File: config.mk
export PLATFORM = sky130hd
export DESIGN_NAME = spmsfp_top
export DESIGN_NICKNAME = d
export VERILOG_FILES = /design/src/hw/spmsfp_top.v /design/src/hw/spmsfp_pinsync.v /design/src/hw/spmsfp_baud.v
export VERILOG_INCLUDE_DIRS = /design/src /design/src/hw
export SDC_FILE = /design/constraint.sdc
export NUM_CORES = 1
export LEC_CHECK = 0
export BUFFER_PORTS_ARGS = -buffer_cell sky130_fd_sc_hd__buf_2
export CORE_AREA = 4 4 120 122
export DETAILED_ROUTE_END_ITERATION = 8
export DIE_AREA = 0 0 124 126
export HOLD_SLACK_MARGIN = 0.15
export PLACE_DENSITY = 0.75
export RECOVER_POWER = 50
export REMOVE_ABC_BUFFERS = 1
export SYNTH_ARGS = -nofsm -noshare
export SYNTH_HDL_FRONTEND = slang
export SYNTH_SLANG_ARGS = --single-unit
File: constraint.sdc
create_clock -name pclk -period 4.35 [get_ports pclk]
set_clock_uncertainty 0.1 [all_clocks]
set_input_delay 0.87 -clock pclk [delete_from_list [all_inputs] [get_ports pclk]]
set_output_delay 0.87 -clock pclk [all_outputs]
set_load 0.05 [all_outputs]
File: src/hw/spmsfp_defines.vh
// Register map, field positions, reset values and divider encodings of the serial port
`ifndef SPMSFP_DEFINES_VH
`define SPMSFP_DEFINES_VH

// Register byte offsets
`define SPMSFP_OFF_STAT      12'h000
`define SPMSFP_OFF_CON1      12'h004
`define SPMSFP_OFF_CON2      12'h008
`define SPMSFP_OFF_BUF       12'h00c

// Status and control fields
`define SPMSFP_STAT_EN       15
`define SPMSFP_STAT_SIDL     13
`define SPMSFP_STAT_OVF      6
`define SPMSFP_STAT_TBF      1
`define SPMSFP_STAT_RBF      0

// Control one fields
`define SPMSFP_CON1_CPD      12
`define SPMSFP_CON1_OPD      11
`define SPMSFP_CON1_WORD     10
`define SPMSFP_CON1_SMP      9
`define SPMSFP_CON1_CKE      8
`define SPMSFP_CON1_SELECT_ENABLE     7
`define SPMSFP_CON1_CPOL     6
`define SPMSFP_CON1_MST      5
`define SPMSFP_CON1_MASK     16'h1fff

// Control two fields
`define SPMSFP_CON2_FRM      15
`define SPMSFP_CON2_FSD      14
`define SPMSFP_CON2_FPOL     13
`define SPMSFP_CON2_FDLY     1
`define SPMSFP_CON2_MASK     16'he002

// Reset values
`define SPMSFP_RST_STAT      16'h0000
`define SPMSFP_RST_CON1      16'h0000
`define SPMSFP_RST_CON2      16'h0000
`define SPMSFP_RST_BUF       16'h0000

// Primary divider per code 00..11, secondary divider is 8 minus code
`define SPMSFP_PRI_DIV0      10'h040
`define SPMSFP_PRI_DIV1      10'h010
`define SPMSFP_PRI_DIV2      10'h004
`define SPMSFP_PRI_DIV3      10'h001
`define SPMSFP_SEC_BASE      10'h008

// Word lengths in bits
`define SPMSFP_BITS_BYTE     5'h08
`define SPMSFP_BITS_WORD     5'h10

`endif

File: src/hw/spmsfp_top.v
// Serial port top: APB registers, master/slave shift engine, framing
//
// The register addresses and register access over APB are this design's own decisions.
`timescale 1ns/1ps
`include "spmsfp_defines.vh"

// Behaviour
// - Data moves through a 16-bit shift register; software uses a buffer register
// - Master drives shift clock pin; slave takes it as input
// - Enable bit 15 of status register turns the port and its pins on
// - Stop-in-idle bit 13 halts the port while device is idle
// - New word while previous unread is discarded and overflow bit 6 set
// - Transmit full bit 1 set on buffer write, cleared on shift load
// - Receive full bit 0 set on receive, cleared on buffer read
// - Clock disable bit 12 stops master clock and releases clock pin
// - Output disable bit 11 releases the serial output pin
// - Word width bit picks 16-bit or 8-bit transfers
// - Master samples input at end of bit when bit 9 set, else middle; when output changes entering active, the last bit is always taken at middle
// - Outside framed mode, clock edge bit 8 picks whether output changes leaving or entering active
// - Select enable bit 7 makes slave obey the select pin
// - Polarity bit 6 set gives idle-high clock, clear gives idle-low
// - Master select bit 5 picks master or slave
// - Framed bit 15 of control two turns select pin into frame sync
// - Frame sync direction bit 14 set takes sync as input, clear drives it
// - Frame sync polarity bit 13 set gives active-high sync
// - Frame sync edge bit 1 set aligns sync with first bit, else before
module spmsfp_top (
    // APB slave
    input  wire        pclk,
    input  wire        presetn,
    input  wire        psel,
    input  wire        penable,
    input  wire        pwrite,
    input  wire [11:0] paddr,
    input  wire [31:0] pwdata,
    output wire [31:0] prdata,
    output wire        pready,
    output wire        pslverr,
    // Device power state
    input  wire        device_idle,
    // Shift clock pin
    input  wire        shift_clock_pin_i,
    output wire        shift_clock_pin_o,
    output wire        shift_clock_pin_oe,
    // Serial data pins
    input  wire        serial_in_pin,
    output wire        serial_out_pin_o,
    output wire        serial_out_pin_oe,
    // Select / frame sync pin
    input  wire        select_pin_n_i,
    output wire        select_pin_n_o,
    output wire        select_pin_n_oe
);

    localparam [1:0] ST_IDLE  = 2'h0;
    localparam [1:0] ST_PRE   = 2'h1;
    localparam [1:0] ST_SHIFT = 2'h2;
    localparam [15:0] RST_STAT = `SPMSFP_RST_STAT;

    reg         en_ff;
    reg         sidl_ff;
    reg         ovf_ff;
    reg         txfull_ff;
    reg         rxfull_ff;
    reg  [15:0] con1_ff;
    reg  [15:0] con2_ff;
    reg  [15:0] txbuf_ff;
    reg  [15:0] rxbuf_ff;
    reg  [15:0] sr_ff;
    reg         samp_ff;
    reg  [4:0]  cnt_ff;
    reg  [1:0]  state_ff;
    reg         ph_ff;
    reg         sck_act_ff;
    reg         fs_ff;
    reg         skip_ff;
    reg         sck_prev_ff;
    reg         rdy_ff;
    reg  [31:0] prdata_ff;

    ////////////////////////////////////////////////////////////////////////////////
    // Control fields
    wire       cpd   = con1_ff[`SPMSFP_CON1_CPD];
    wire       opd   = con1_ff[`SPMSFP_CON1_OPD];
    wire       word  = con1_ff[`SPMSFP_CON1_WORD];
    wire       input_sample_phase   = con1_ff[`SPMSFP_CON1_SMP];
    wire       cke   = con1_ff[`SPMSFP_CON1_CKE];
    wire       select_enable  = con1_ff[`SPMSFP_CON1_SELECT_ENABLE];
    wire       cpol  = con1_ff[`SPMSFP_CON1_CPOL];
    wire       mst   = con1_ff[`SPMSFP_CON1_MST];
    wire       frm   = con2_ff[`SPMSFP_CON2_FRM];
    wire       fsd   = con2_ff[`SPMSFP_CON2_FSD];
    wire       fpol  = con2_ff[`SPMSFP_CON2_FPOL];
    wire       fdly  = con2_ff[`SPMSFP_CON2_FDLY];

    wire [4:0] nbits   = word ? `SPMSFP_BITS_WORD : `SPMSFP_BITS_BYTE;
    // Clock edge select has no meaning in framed mode
    wire       cke_eff = cke & ~frm;
    wire       run     = en_ff & ~(sidl_ff & device_idle);

    ////////////////////////////////////////////////////////////////////////////////
    // Pin inputs
    wire [2:0] pins_s;
    wire       sck_s = pins_s[2];
    wire       sdi_s = pins_s[1];
    wire       ss_s  = pins_s[0];

    spmsfp_pinsync #(
        .WIDTH   (3),
        .RST_VAL (3'h1)
    ) u_sync (
        .pclk    (pclk),
        .presetn (presetn),
        .pin_i   ({shift_clock_pin_i, serial_in_pin, select_pin_n_i}),
        .pin_s   (pins_s)
    );

    ////////////////////////////////////////////////////////////////////////////////
    // Master bit clock; a disabled internal clock freezes the master engine
    wire tick;
    wire m_clk_run = run & mst & ~cpd & (state_ff != ST_IDLE);

    spmsfp_baud u_baud (
        .pclk               (pclk),
        .presetn            (presetn),
        .run                (m_clk_run),
        .primary_prescale   (con1_ff[1:0]),
        .secondary_prescale (con1_ff[4:2]),
        .tick               (tick)
    );

    ////////////////////////////////////////////////////////////////////////////////
    // Edge events: lead is idle-to-active, trail is active-to-idle
    wire in_shift  = run & (state_ff == ST_SHIFT);
    wire ss_gate   = ~select_enable | ~ss_s;
    wire fs_in_act = (ss_s == fpol);
    wire s_edge    = in_shift & ~mst & (sck_s != sck_prev_ff);
    wire s_lead    = s_edge & (sck_s != cpol);
    wire s_trail   = s_edge & (sck_s == cpol);
    wire m_lead    = in_shift & mst & tick & ~ph_ff;
    wire m_trail   = in_shift & mst & tick & ph_ff;
    wire lead      = mst ? m_lead  : (s_lead & ~skip_ff);
    wire trail     = mst ? m_trail : (s_trail & ~skip_ff);

    wire chg_ev    = cke_eff ? trail : lead;
    wire smp_ev    = cke_eff ? lead : trail;
    // End-of-bit sampling takes the pin at the change edge itself
    wire in_bit    = (mst & input_sample_phase) ? sdi_s : samp_ff;
    wire done_ev   = cke_eff ? (chg_ev & (cnt_ff == nbits))
                             : (smp_ev & (cnt_ff == nbits - 5'h01));
    wire [15:0] result  = {sr_ff[14:0], cke_eff ? in_bit : sdi_s};
    wire [15:0] rx_word = word ? result : {8'h00, result[7:0]};

    wire m_load = run & mst & (state_ff == ST_IDLE) & txfull_ff;
    wire s_load = run & ~mst & txfull_ff & (cnt_ff == 5'h00)
                & (state_ff != ST_PRE) & ~s_edge;
    wire tx_load = m_load | s_load;

    ////////////////////////////////////////////////////////////////////////////////
    // APB access, one wait state so read data comes from a flop
    wire acc_en  = psel & penable;
    wire done_ap = acc_en & rdy_ff;
    wire sel_st  = (paddr == `SPMSFP_OFF_STAT);
    wire sel_c1  = (paddr == `SPMSFP_OFF_CON1);
    wire sel_c2  = (paddr == `SPMSFP_OFF_CON2);
    wire sel_buf = (paddr == `SPMSFP_OFF_BUF);
    wire hit     = sel_st | sel_c1 | sel_c2 | sel_buf;
    wire wr_st   = done_ap & pwrite & sel_st;
    wire buf_wr  = done_ap & pwrite & sel_buf;
    wire buf_rd  = done_ap & ~pwrite & sel_buf;
    wire rx_take = done_ev & (~rxfull_ff | buf_rd);

    wire [15:0] stat_rd = {en_ff, 1'b0, sidl_ff, 6'h00, ovf_ff, 4'h0,
                           txfull_ff, rxfull_ff};

    assign pready  = rdy_ff;
    assign pslverr = rdy_ff & ~hit;
    assign prdata  = prdata_ff;

    always @(posedge pclk or negedge presetn) begin
        if (!presetn) begin
            rdy_ff    <= 1'b0;
            prdata_ff <= 32'h0000_0000;
        end else begin
            rdy_ff <= acc_en & ~rdy_ff;
            if (acc_en & ~rdy_ff) begin
                prdata_ff <= 32'h0000_0000;
                if (sel_st) begin
                    prdata_ff <= {16'h0000, stat_rd};
                end
                if (sel_c1) begin
                    prdata_ff <= {16'h0000, con1_ff};
                end
                if (sel_c2) begin
                    prdata_ff <= {16'h0000, con2_ff};
                end
                if (sel_buf) begin
                    prdata_ff <= {16'h0000, rxbuf_ff};
                end
            end
        end
    end

    ////////////////////////////////////////////////////////////////////////////////
    // Registers and flags; hardware set wins over a same-cycle clear
    always @(posedge pclk or negedge presetn) begin
        if (!presetn) begin
            en_ff     <= RST_STAT[`SPMSFP_STAT_EN];
            sidl_ff   <= 1'b0;
            ovf_ff    <= 1'b0;
            txfull_ff <= 1'b0;
            rxfull_ff <= 1'b0;
            con1_ff   <= `SPMSFP_RST_CON1;
            con2_ff   <= `SPMSFP_RST_CON2;
            txbuf_ff  <= `SPMSFP_RST_BUF;
            rxbuf_ff  <= `SPMSFP_RST_BUF;
        end else begin
            if (wr_st) begin
                en_ff   <= pwdata[`SPMSFP_STAT_EN];
                sidl_ff <= pwdata[`SPMSFP_STAT_SIDL];
            end
            if (done_ap & pwrite & sel_c1) begin
                con1_ff <= pwdata[15:0] & `SPMSFP_CON1_MASK;
            end
            if (done_ap & pwrite & sel_c2) begin
                con2_ff <= pwdata[15:0] & `SPMSFP_CON2_MASK;
            end
            if (done_ev & rxfull_ff & ~buf_rd) begin
                ovf_ff <= 1'b1;
            end else if (wr_st & ~pwdata[`SPMSFP_STAT_OVF]) begin
                ovf_ff <= 1'b0;
            end
            if (buf_wr) begin
                txbuf_ff  <= pwdata[15:0];
                txfull_ff <= 1'b1;
            end else if (tx_load) begin
                txfull_ff <= 1'b0;
            end
            if (rx_take) begin
                rxbuf_ff  <= rx_word;
                rxfull_ff <= 1'b1;
            end else if (buf_rd) begin
                rxfull_ff <= 1'b0;
            end
        end
    end

    ////////////////////////////////////////////////////////////////////////////////
    // Shift engine
    always @(posedge pclk or negedge presetn) begin
        if (!presetn) begin
            sr_ff       <= 16'h0000;
            samp_ff     <= 1'b0;
            cnt_ff      <= 5'h00;
            state_ff    <= ST_IDLE;
            ph_ff       <= 1'b0;
            sck_act_ff  <= 1'b0;
            fs_ff       <= 1'b0;
            skip_ff     <= 1'b0;
            sck_prev_ff <= 1'b0;
        end else if (!en_ff) begin
            cnt_ff      <= 5'h00;
            state_ff    <= ST_IDLE;
            ph_ff       <= 1'b0;
            sck_act_ff  <= 1'b0;
            fs_ff       <= 1'b0;
            skip_ff     <= 1'b0;
            sck_prev_ff <= cpol;
        end else if (run) begin
            sck_prev_ff <= sck_s;
            if (tx_load) begin
                sr_ff <= txbuf_ff;
            end
            case (state_ff)
                ST_IDLE: begin
                    cnt_ff <= 5'h00;
                    ph_ff  <= 1'b0;
                    if (mst) begin
                        if (txfull_ff) begin
                            if (frm & ~fsd) begin
                                fs_ff    <= 1'b1;
                                state_ff <= fdly ? ST_SHIFT : ST_PRE;
                            end else begin
                                state_ff <= ST_SHIFT;
                            end
                        end
                    end else if (frm) begin
                        if (fsd & fs_in_act) begin
                            state_ff <= ST_SHIFT;
                            skip_ff  <= ~fdly;
                        end
                    end else if (ss_gate) begin
                        state_ff <= ST_SHIFT;
                    end
                end
                ST_PRE: begin
                    // Sync pulse spans one bit time with the clock held idle
                    if (tick & ~cpd) begin
                        ph_ff <= ~ph_ff;
                        if (ph_ff) begin
                            fs_ff    <= 1'b0;
                            state_ff <= ST_SHIFT;
                        end
                    end
                end
                ST_SHIFT: begin
                    if (~mst & ~frm & ~ss_gate) begin
                        // Deselect aborts a partial word
                        cnt_ff   <= 5'h00;
                        state_ff <= ST_IDLE;
                    end else begin
                        if (m_lead | m_trail) begin
                            ph_ff      <= ~ph_ff;
                            sck_act_ff <= ~ph_ff;
                            if (ph_ff) begin
                                fs_ff <= 1'b0;
                            end
                        end
                        if (skip_ff & s_trail) begin
                            skip_ff <= 1'b0;
                        end
                        if (smp_ev) begin
                            samp_ff <= sdi_s;
                            cnt_ff  <= cnt_ff + 5'h01;
                        end
                        if (chg_ev & (cnt_ff != 5'h00)) begin
                            sr_ff <= {sr_ff[14:0], in_bit};
                        end
                        if (done_ev) begin
                            sr_ff  <= result;
                            cnt_ff <= 5'h00;
                            if (mst | frm) begin
                                state_ff <= ST_IDLE;
                            end
                        end
                    end
                end
                default: begin
                    state_ff <= ST_IDLE;
                end
            endcase
        end
    end

    ////////////////////////////////////////////////////////////////////////////////
    // Pin drive; output bit is the top of the active word, MSB first
    assign shift_clock_pin_o  = sck_act_ff ^ cpol;
    assign shift_clock_pin_oe = en_ff & mst & ~cpd;
    assign serial_out_pin_o   = word ? sr_ff[15] : sr_ff[7];
    assign serial_out_pin_oe  = en_ff & ~opd & (mst | frm | ss_gate);
    assign select_pin_n_o     = fs_ff ? fpol : ~fpol;
    assign select_pin_n_oe    = en_ff & frm & ~fsd;

endmodule // spmsfp_top

File: src/hw/spmsfp_pinsync.v
// Three-stage pin synchroniser with agreement filter
`timescale 1ns/1ps

module spmsfp_pinsync #(
    parameter         WIDTH   = 3,
    parameter [WIDTH-1:0] RST_VAL = {WIDTH{1'b0}}
) (
    // Clock and reset
    input  wire             pclk,
    input  wire             presetn,
    // Pins in, stable values out
    input  wire [WIDTH-1:0] pin_i,
    output wire [WIDTH-1:0] pin_s
);

    reg [WIDTH-1:0] stage1_ff;
    reg [WIDTH-1:0] stage2_ff;
    reg [WIDTH-1:0] stage3_ff;
    reg [WIDTH-1:0] stable_ff;
    integer         i;

    ////////////////////////////////////////////////////////////////////////////////
    // A change only counts once the second and third stages agree
    always @(posedge pclk or negedge presetn) begin
        if (!presetn) begin
            stage1_ff <= RST_VAL;
            stage2_ff <= RST_VAL;
            stage3_ff <= RST_VAL;
            stable_ff <= RST_VAL;
        end else begin
            stage1_ff <= pin_i;
            stage2_ff <= stage1_ff;
            stage3_ff <= stage2_ff;
            for (i = 0; i < WIDTH; i = i + 1) begin
                if (stage2_ff[i] == stage3_ff[i]) begin
                    stable_ff[i] <= stage3_ff[i];
                end
            end
        end
    end

    assign pin_s = stable_ff;

endmodule // spmsfp_pinsync

File: src/hw/spmsfp_baud.v
// Shift clock divider: one-cycle tick per half bit period
`timescale 1ns/1ps
`include "spmsfp_defines.vh"

module spmsfp_baud (
    // Clock and reset
    input  wire       pclk,
    input  wire       presetn,
    // Control
    input  wire       run,
    input  wire [1:0] primary_prescale,
    input  wire [2:0] secondary_prescale,
    // Half bit tick
    output wire       tick
);

    reg  [9:0] count_ff;
    reg        tick_ff;
    wire [9:0] half_period;

    function [9:0] pri_div;
        input [1:0] code;
        begin
            case (code)
                2'h0:    pri_div = `SPMSFP_PRI_DIV0;
                2'h1:    pri_div = `SPMSFP_PRI_DIV1;
                2'h2:    pri_div = `SPMSFP_PRI_DIV2;
                default: pri_div = `SPMSFP_PRI_DIV3;
            endcase
        end
    endfunction

    // Largest product is 64 times 8, well inside ten bits
    wire [19:0] product = pri_div(primary_prescale)
                        * (`SPMSFP_SEC_BASE - {7'h00, secondary_prescale});
    assign half_period = product[9:0];

    ////////////////////////////////////////////////////////////////////////////////
    always @(posedge pclk or negedge presetn) begin
        if (!presetn) begin
            count_ff <= 10'h000;
            tick_ff  <= 1'b0;
        end else if (!run) begin
            count_ff <= 10'h000;
            tick_ff  <= 1'b0;
        end else if (count_ff >= half_period - 10'h001) begin
            count_ff <= 10'h000;
            tick_ff  <= 1'b1;
        end else begin
            count_ff <= count_ff + 10'h001;
            tick_ff  <= 1'b0;
        end
    end

    assign tick = tick_ff;

endmodule // spmsfp_baud

Word level (Yosys, flattened, before mapping)
Index checks and enable logic that the tools add are counted.

Register bits after elaboration: 139. Input port bits: 53. Output and inout bits: 40. Word-level logic and storage cells: 259.

Add/subtract/negate cells: 5. Multipliers: 1. Magnitude comparators: 1. Equal/unequal tests: 40. Muxes and demuxes: 81. Bitwise operators: 86. Reductions and logical operators: 17.

Operator list (count): two-way mux 16 bit (9); bitwise AND 1 bit (55); two-way mux 1 bit (43); two-way mux 32 bit (1); two-way mux 5 bit (6); two-way mux 2 bit (14); equality test 12 x 4 -> 1 bit (second input constant) (2); inequality test 3 bit (second input constant) (7); NOT 1 bit (21); case mux 7 bit (3 select lines) (1); multiplier 7 x 20 -> 10 bit (1); two-way mux 10 bit (2); AND reduction 8 bit (2); equality test 12 x 3 -> 1 bit (second input constant) (1); logical NOT 12 bit (1); inequality test 3 x 2 -> 1 bit (second input constant) (4); adder 10 x 1 -> 10 bit (second input constant) (1); equality test 5 bit (2); >= comparator 10 bit (1); inequality test 5 x 4 -> 1 bit (second input constant) (2); case mux 5 bit (2 select lines) (1); AND reduction 5 bit (2); subtractor 10 x 1 -> 10 bit (second input constant) (1); bitwise OR 1 bit (9); 27 further kinds (42).

Longest topological paths before layout
Depth after elaboration: 17. Mapped depth: 22.

Cells and area by module
From an unflattened synthesis, not the netlist that was laid out.

Cells, all modules: 657. Area total of the unflattened synthesis: 7058.0 um2.

By module, submodules not included: spmsfp_top (instances 1, cells each 469, area each 5197.5 um2); spmsfp_baud (instances 1, cells each 173, area each 1521.5 um2); spmsfp_pinsync (instances 1, cells each 15, area each 339.1 um2).

Least setup slack after synthesis
OpenSTA, ideal clock, no wires.

Kind: register to register. Start: reg con1_ff[2]. End: reg u_baud.count_ff[2]. Library setup time: 72 ps. Data arrival time: 4233 ps. Required time: 4178 ps. Path slack: -55 ps. Cell stages (with the launch flop): 23. Path buffers: 1. Period minus slack after synthesis: 4405 ps. Cell sequence: dfrtp_1 > inv_1 > ha_1 > xor2_1 > nor2_1 > ha_1 > inv_1 > ha_1 > ha_1 > ha_1 > nor2b_1 > o21ai_0 > nand2b_1 > a21o_1 > a21oi_1 > xor2_1 > ha_1 > a21oi_1 > nor2b_1 > or3_1 > a21o_1 > clkbuf_1 > nor2_1.

Longest elaborated chain between the ends: 6.

Ends and longest elaborated chain: start, declared (RTL line spmsfp_top.v:65) `reg [15:0] con1_ff;`; start signal, assigned (RTL line spmsfp_top.v:213) `` con1_ff <= `SPMSFP_RST_CON1; ``; start signal, assigned (RTL line spmsfp_top.v:223) `` con1_ff <= pwdata[15:0] & `SPMSFP_CON1_MASK; ``; subtractor 4 x 3 -> 5 bit (no source line); multiplier 7 x 20 -> 10 bit (RTL line spmsfp_baud.v:34) `wire [19:0] product = pri_div(primary_prescale)`; subtractor 10 x 1 -> 10 bit (RTL line spmsfp_baud.v:46) `end else if (count_ff >= half_period - 10'h001) begin`; >= comparator 10 bit (RTL line spmsfp_baud.v:46); two-way mux 10 bit (RTL line spmsfp_baud.v:46); two-way mux 10 bit (RTL line spmsfp_baud.v:43) `end else if (!run) begin`; end signal, assigned (RTL line spmsfp_baud.v:50) `count_ff <= count_ff + 10'h001;`; end, declared (RTL line spmsfp_baud.v:17) `reg [9:0] count_ff;`.

Every way passes these cells. A chain may end at the register's enable or synchronous reset.

Worst setup path after layout
Start: reg con1_ff[3]. End: reg u_baud.count_ff[6].

Same word-level chain as after synthesis.

==> results.json <==
{
  "outcome": "finished with violations",
  "violations": "capacitance limit, slew limit, setup timing",
  "synth_area_leaders": "dfrtp_1 (43%), mux2_2 (10%), ha_1 (7.5%)",
  "yosysSeqAreaShare": 0.442,
  "postSynthAreaPerCell_um2": 10.6,
  "critical_path_arrival_ps": 4620,
  "synth_area_leader_cell": "dfrtp_1",
  "nFillCells": 974,
  "drc": 0,
  "detail-route-antenna-nets": 0,
  "peakVddDrop_mv": 0.287,
  "cts_buffers": 17,
  "yosysUniqueCellTypes": 61,
  "num_antenna_cells": 0,
  "maxSlewHeadroom": -1.19,
  "p_leak_nw": 3.99,
  "die_height_um": 126,
  "clkSinkCount": 123,
  "grt.overflow.total": 0,
  "min_period_ps": 4360,
  "area_growth_pct": 21.0,
  "synth_area_mm2": 0.00697,
  "drt-total-wl_um": 17500,
  "crit_slowest_cell": "dfrtp_1",
  "cts_root_buf": "clkbuf_16",
  "hpwl_um": 11300,
  "synth_edf_count": 0,
  "cts_tree": "done",
  "coreArea_mm2": 0.0132,
  "die_width_um": 124,
  "rows": 42,
  "via_per_inst": 5.75,
  "synth_flop_cell": "dfrtp_1",
  "fmax_mhz": 229,
  "syn_inst": 655,
  "max_stage_delay_ps": 400,
  "die-area_mm2": 0.0156,
  "gp_congestion": 0.925,
  "ys_ff_latch": 123,
  "synth_async_sr_flop_share": 1.00,
  "drive_gt1_frac": 0.352,
  "worst_setup_path_end_kind": "flop",
  "synth_common_cells": "dfrtp_1 (119), nand2_1 (64), mux2_2 (63), nor2_1 (44), ha_1 (42)",
  "startpoint_type": "flop",
  "fin_area_mm2": 0.00843,
  "grt_setup_unrepaired": "yes",
  "cp.required_ps": 4600,
  "grt_pass1_wl_um": 26400,
  "drv_slew": 58,
  "start_util": 0.528,
  "cap_viol_max_count": 1,
  "path_class": "flop to flop",
  "setup_viol": 4,
  "cts_buffer_depth": 2,
  "io_pins": 93,
  "hp-class": "flop to flop",
  "crit_top_cell": "ha_4",
  "path_cells": "inv_2, ha_4, xor2_4, nor2_2, ha_1, inv_2, ha_4, ha_4, ha_4, nor2b_2, o21ai_2, nand2b_1, a21o_1, a21oi_2, xor2_2, ha_1, a21oi_2, nor2b_1, or3_4, a21o_4, nor2_1",
  "nets": 833,
  "drt_first_pass_iters": 5,
  "placed_area_mm2": 0.00740,
  "clkTransAtPathRegs_ps": 60,
  "yosysWarnings": 0,
  "synth_top_cell_area_share": 0.427,
  "critPathTopFamily": "adder cells",
  "grt_start_max_net_pins": 67,
  "portBuffers": 60,
  "grt_usage": 0.214,
  "finalHoldViolations": 0,
  "drtIter0Drc": 526,
  "vias": 5309,
  "fin_crit_sh": 1.00,
  "fin_setup_tns_ps": -23.8,
  "clk_latency_ps": 420,
  "setup_ws_ps": -13.8,
  "regArea_mm2": 0.00308,
  "cp_num_buf_inv": 2,
  "multiInputGateArea_mm2": 0.00390,
  "htreeDepth": 4,
  "tightest_slew_ps": 3280,
  "drt-wirelength-per-cell_um": 18.9,
  "critPathMaxFanout": 5,
  "antenna_found_initial": 0,
  "cts_hold_buf": 0,
  "synth.most_common_cell": "dfrtp_1",
  "first_global_vias": 5302,
  "p_per_area_mw_per_mm2": 370
}
## metal layers
metal	vias to the layer above	part of all wire	track usage
met2	201	0.47	0.324
met5	-	0	0
met1	2619	0.42	0.299
met4	0	0.034	0.0870
met3	45	0.069	0.0498
li1	2444	-	-
## metrics by stage
stage / hold slack [ps] / instances / total power, W / setup slack (ps) / utilization
6_report: 249 / 924 / 0.00312 / -13.8 / 0.639
5_1_grt: 260 / 924 / 0.00323 / -197 / 0.639
4_1_cts: 251 / 918 / 0.00312 / 6.98 / 0.621
3_5_place_dp: 240 / 879 / 0.00178 / -327 / 0.561
3_3_place_gp: 237 / 879 / 0.00175 / -150 / 0.561
2_1_floorplan: 231 / 626 / 0.00164 / 33.5 / -
## final timing paths
| kind | from | to | slack (ps) | cells past startpoint |
|---|---|---|---|---|
| setup / recovery | con1_ff[3] | u_baud.count_ff[6] | -10 | 21 |
| hold / removal | u_sync.stage1_ff[2] | u_sync.stage2_ff[2] | 250 | 0 |
| setup reg to reg | con1_ff[3] | u_baud.count_ff[6] | -10 | 21 |
| hold reg to reg | u_sync.stage1_ff[2] | u_sync.stage2_ff[2] | 250 | 0 |
| max in group asynchronous | presetn | con2_ff[1] | 850 | 1 |
| min in group asynchronous | presetn | state_ff[1] | 1440 | 1 |
## worst register-to-register path, delay by kind of cell (launching register included)
kind / cells / cell delay (ps)
AO/OA/AOI/OAI: 5 / 850
XOR/XNOR: 2 / 350
adder cells (fa/ha/maj): 6 / 1580
buffers and inverters: 2 / 190
flip-flops: 1 / 400
AND/OR/NAND/NOR: 6 / 830
## kinds of logic (layout without fill, tap and decap cells)
family | Yosys count | after routing | synth area share
xor+xnor | 29 | 29 | 0.0375
flops | 123 | 123 | 0.442
compound gates | 113 | 114 | 0.110
mux | 82 | 82 | 0.137
fa+ha+maj | 48 | 48 | 0.0883
buf+inv | 76 | 153 | 0.0592
other cells | 1 | 16 | 0.000538
simple gates | 183 | 183 | 0.125
## what timing repair did
item | CTS | global route
gates cloned | 1 | 0
hold endpoints to repair | 0 | 0
setup endpoints to repair | 11 | 11
resized for setup | 30 | 38
buffers inserted | 6 | 7
pin swaps | 20 | 22
## cells in the final DEF (no fill, tap or decap), drive strengths merged, types with 13 or more instances in the layout
cell type,n
dfrtp,119
buf,87
mux2,74
nand2,64
nor2,44
o21ai,43
ha,42
inv,34
clkbuf,22
nand3,19
conb,16
xnor2,15
a21oi,14
xor2,14
a22oi,13
## area by class of cell
class	instances	area share
clock inverters	12	0.0135
well taps	176	0.0261
multi-input cells	472	0.463
inverters	32	0.0142
clock buffers	20	0.0542
repair buffers	89	0.0632
flip-flops and latches	123	0.366
## where the power goes
group          switching [W]  internal [W]
clock network       0.000530      0.000818
logic               0.000219      0.000204
registers          0.0000961       0.00125
## registers in the layout, indices dropped and copies added (netlist names), 2 cells and up
signal            cells
prdata               16
rxbuf_ff             16
sr_ff                16
txbuf_ff             16
con1_ff              13
u_baud.count_ff      10
cnt_ff                5
con2_ff               4
u_sync.pin_s          3
u_sync.stage1_ff      3
u_sync.stage2_ff      3
u_sync.stage3_ff      3
state_ff              2
No activity file was read; power rests on OpenSTA's default activity.
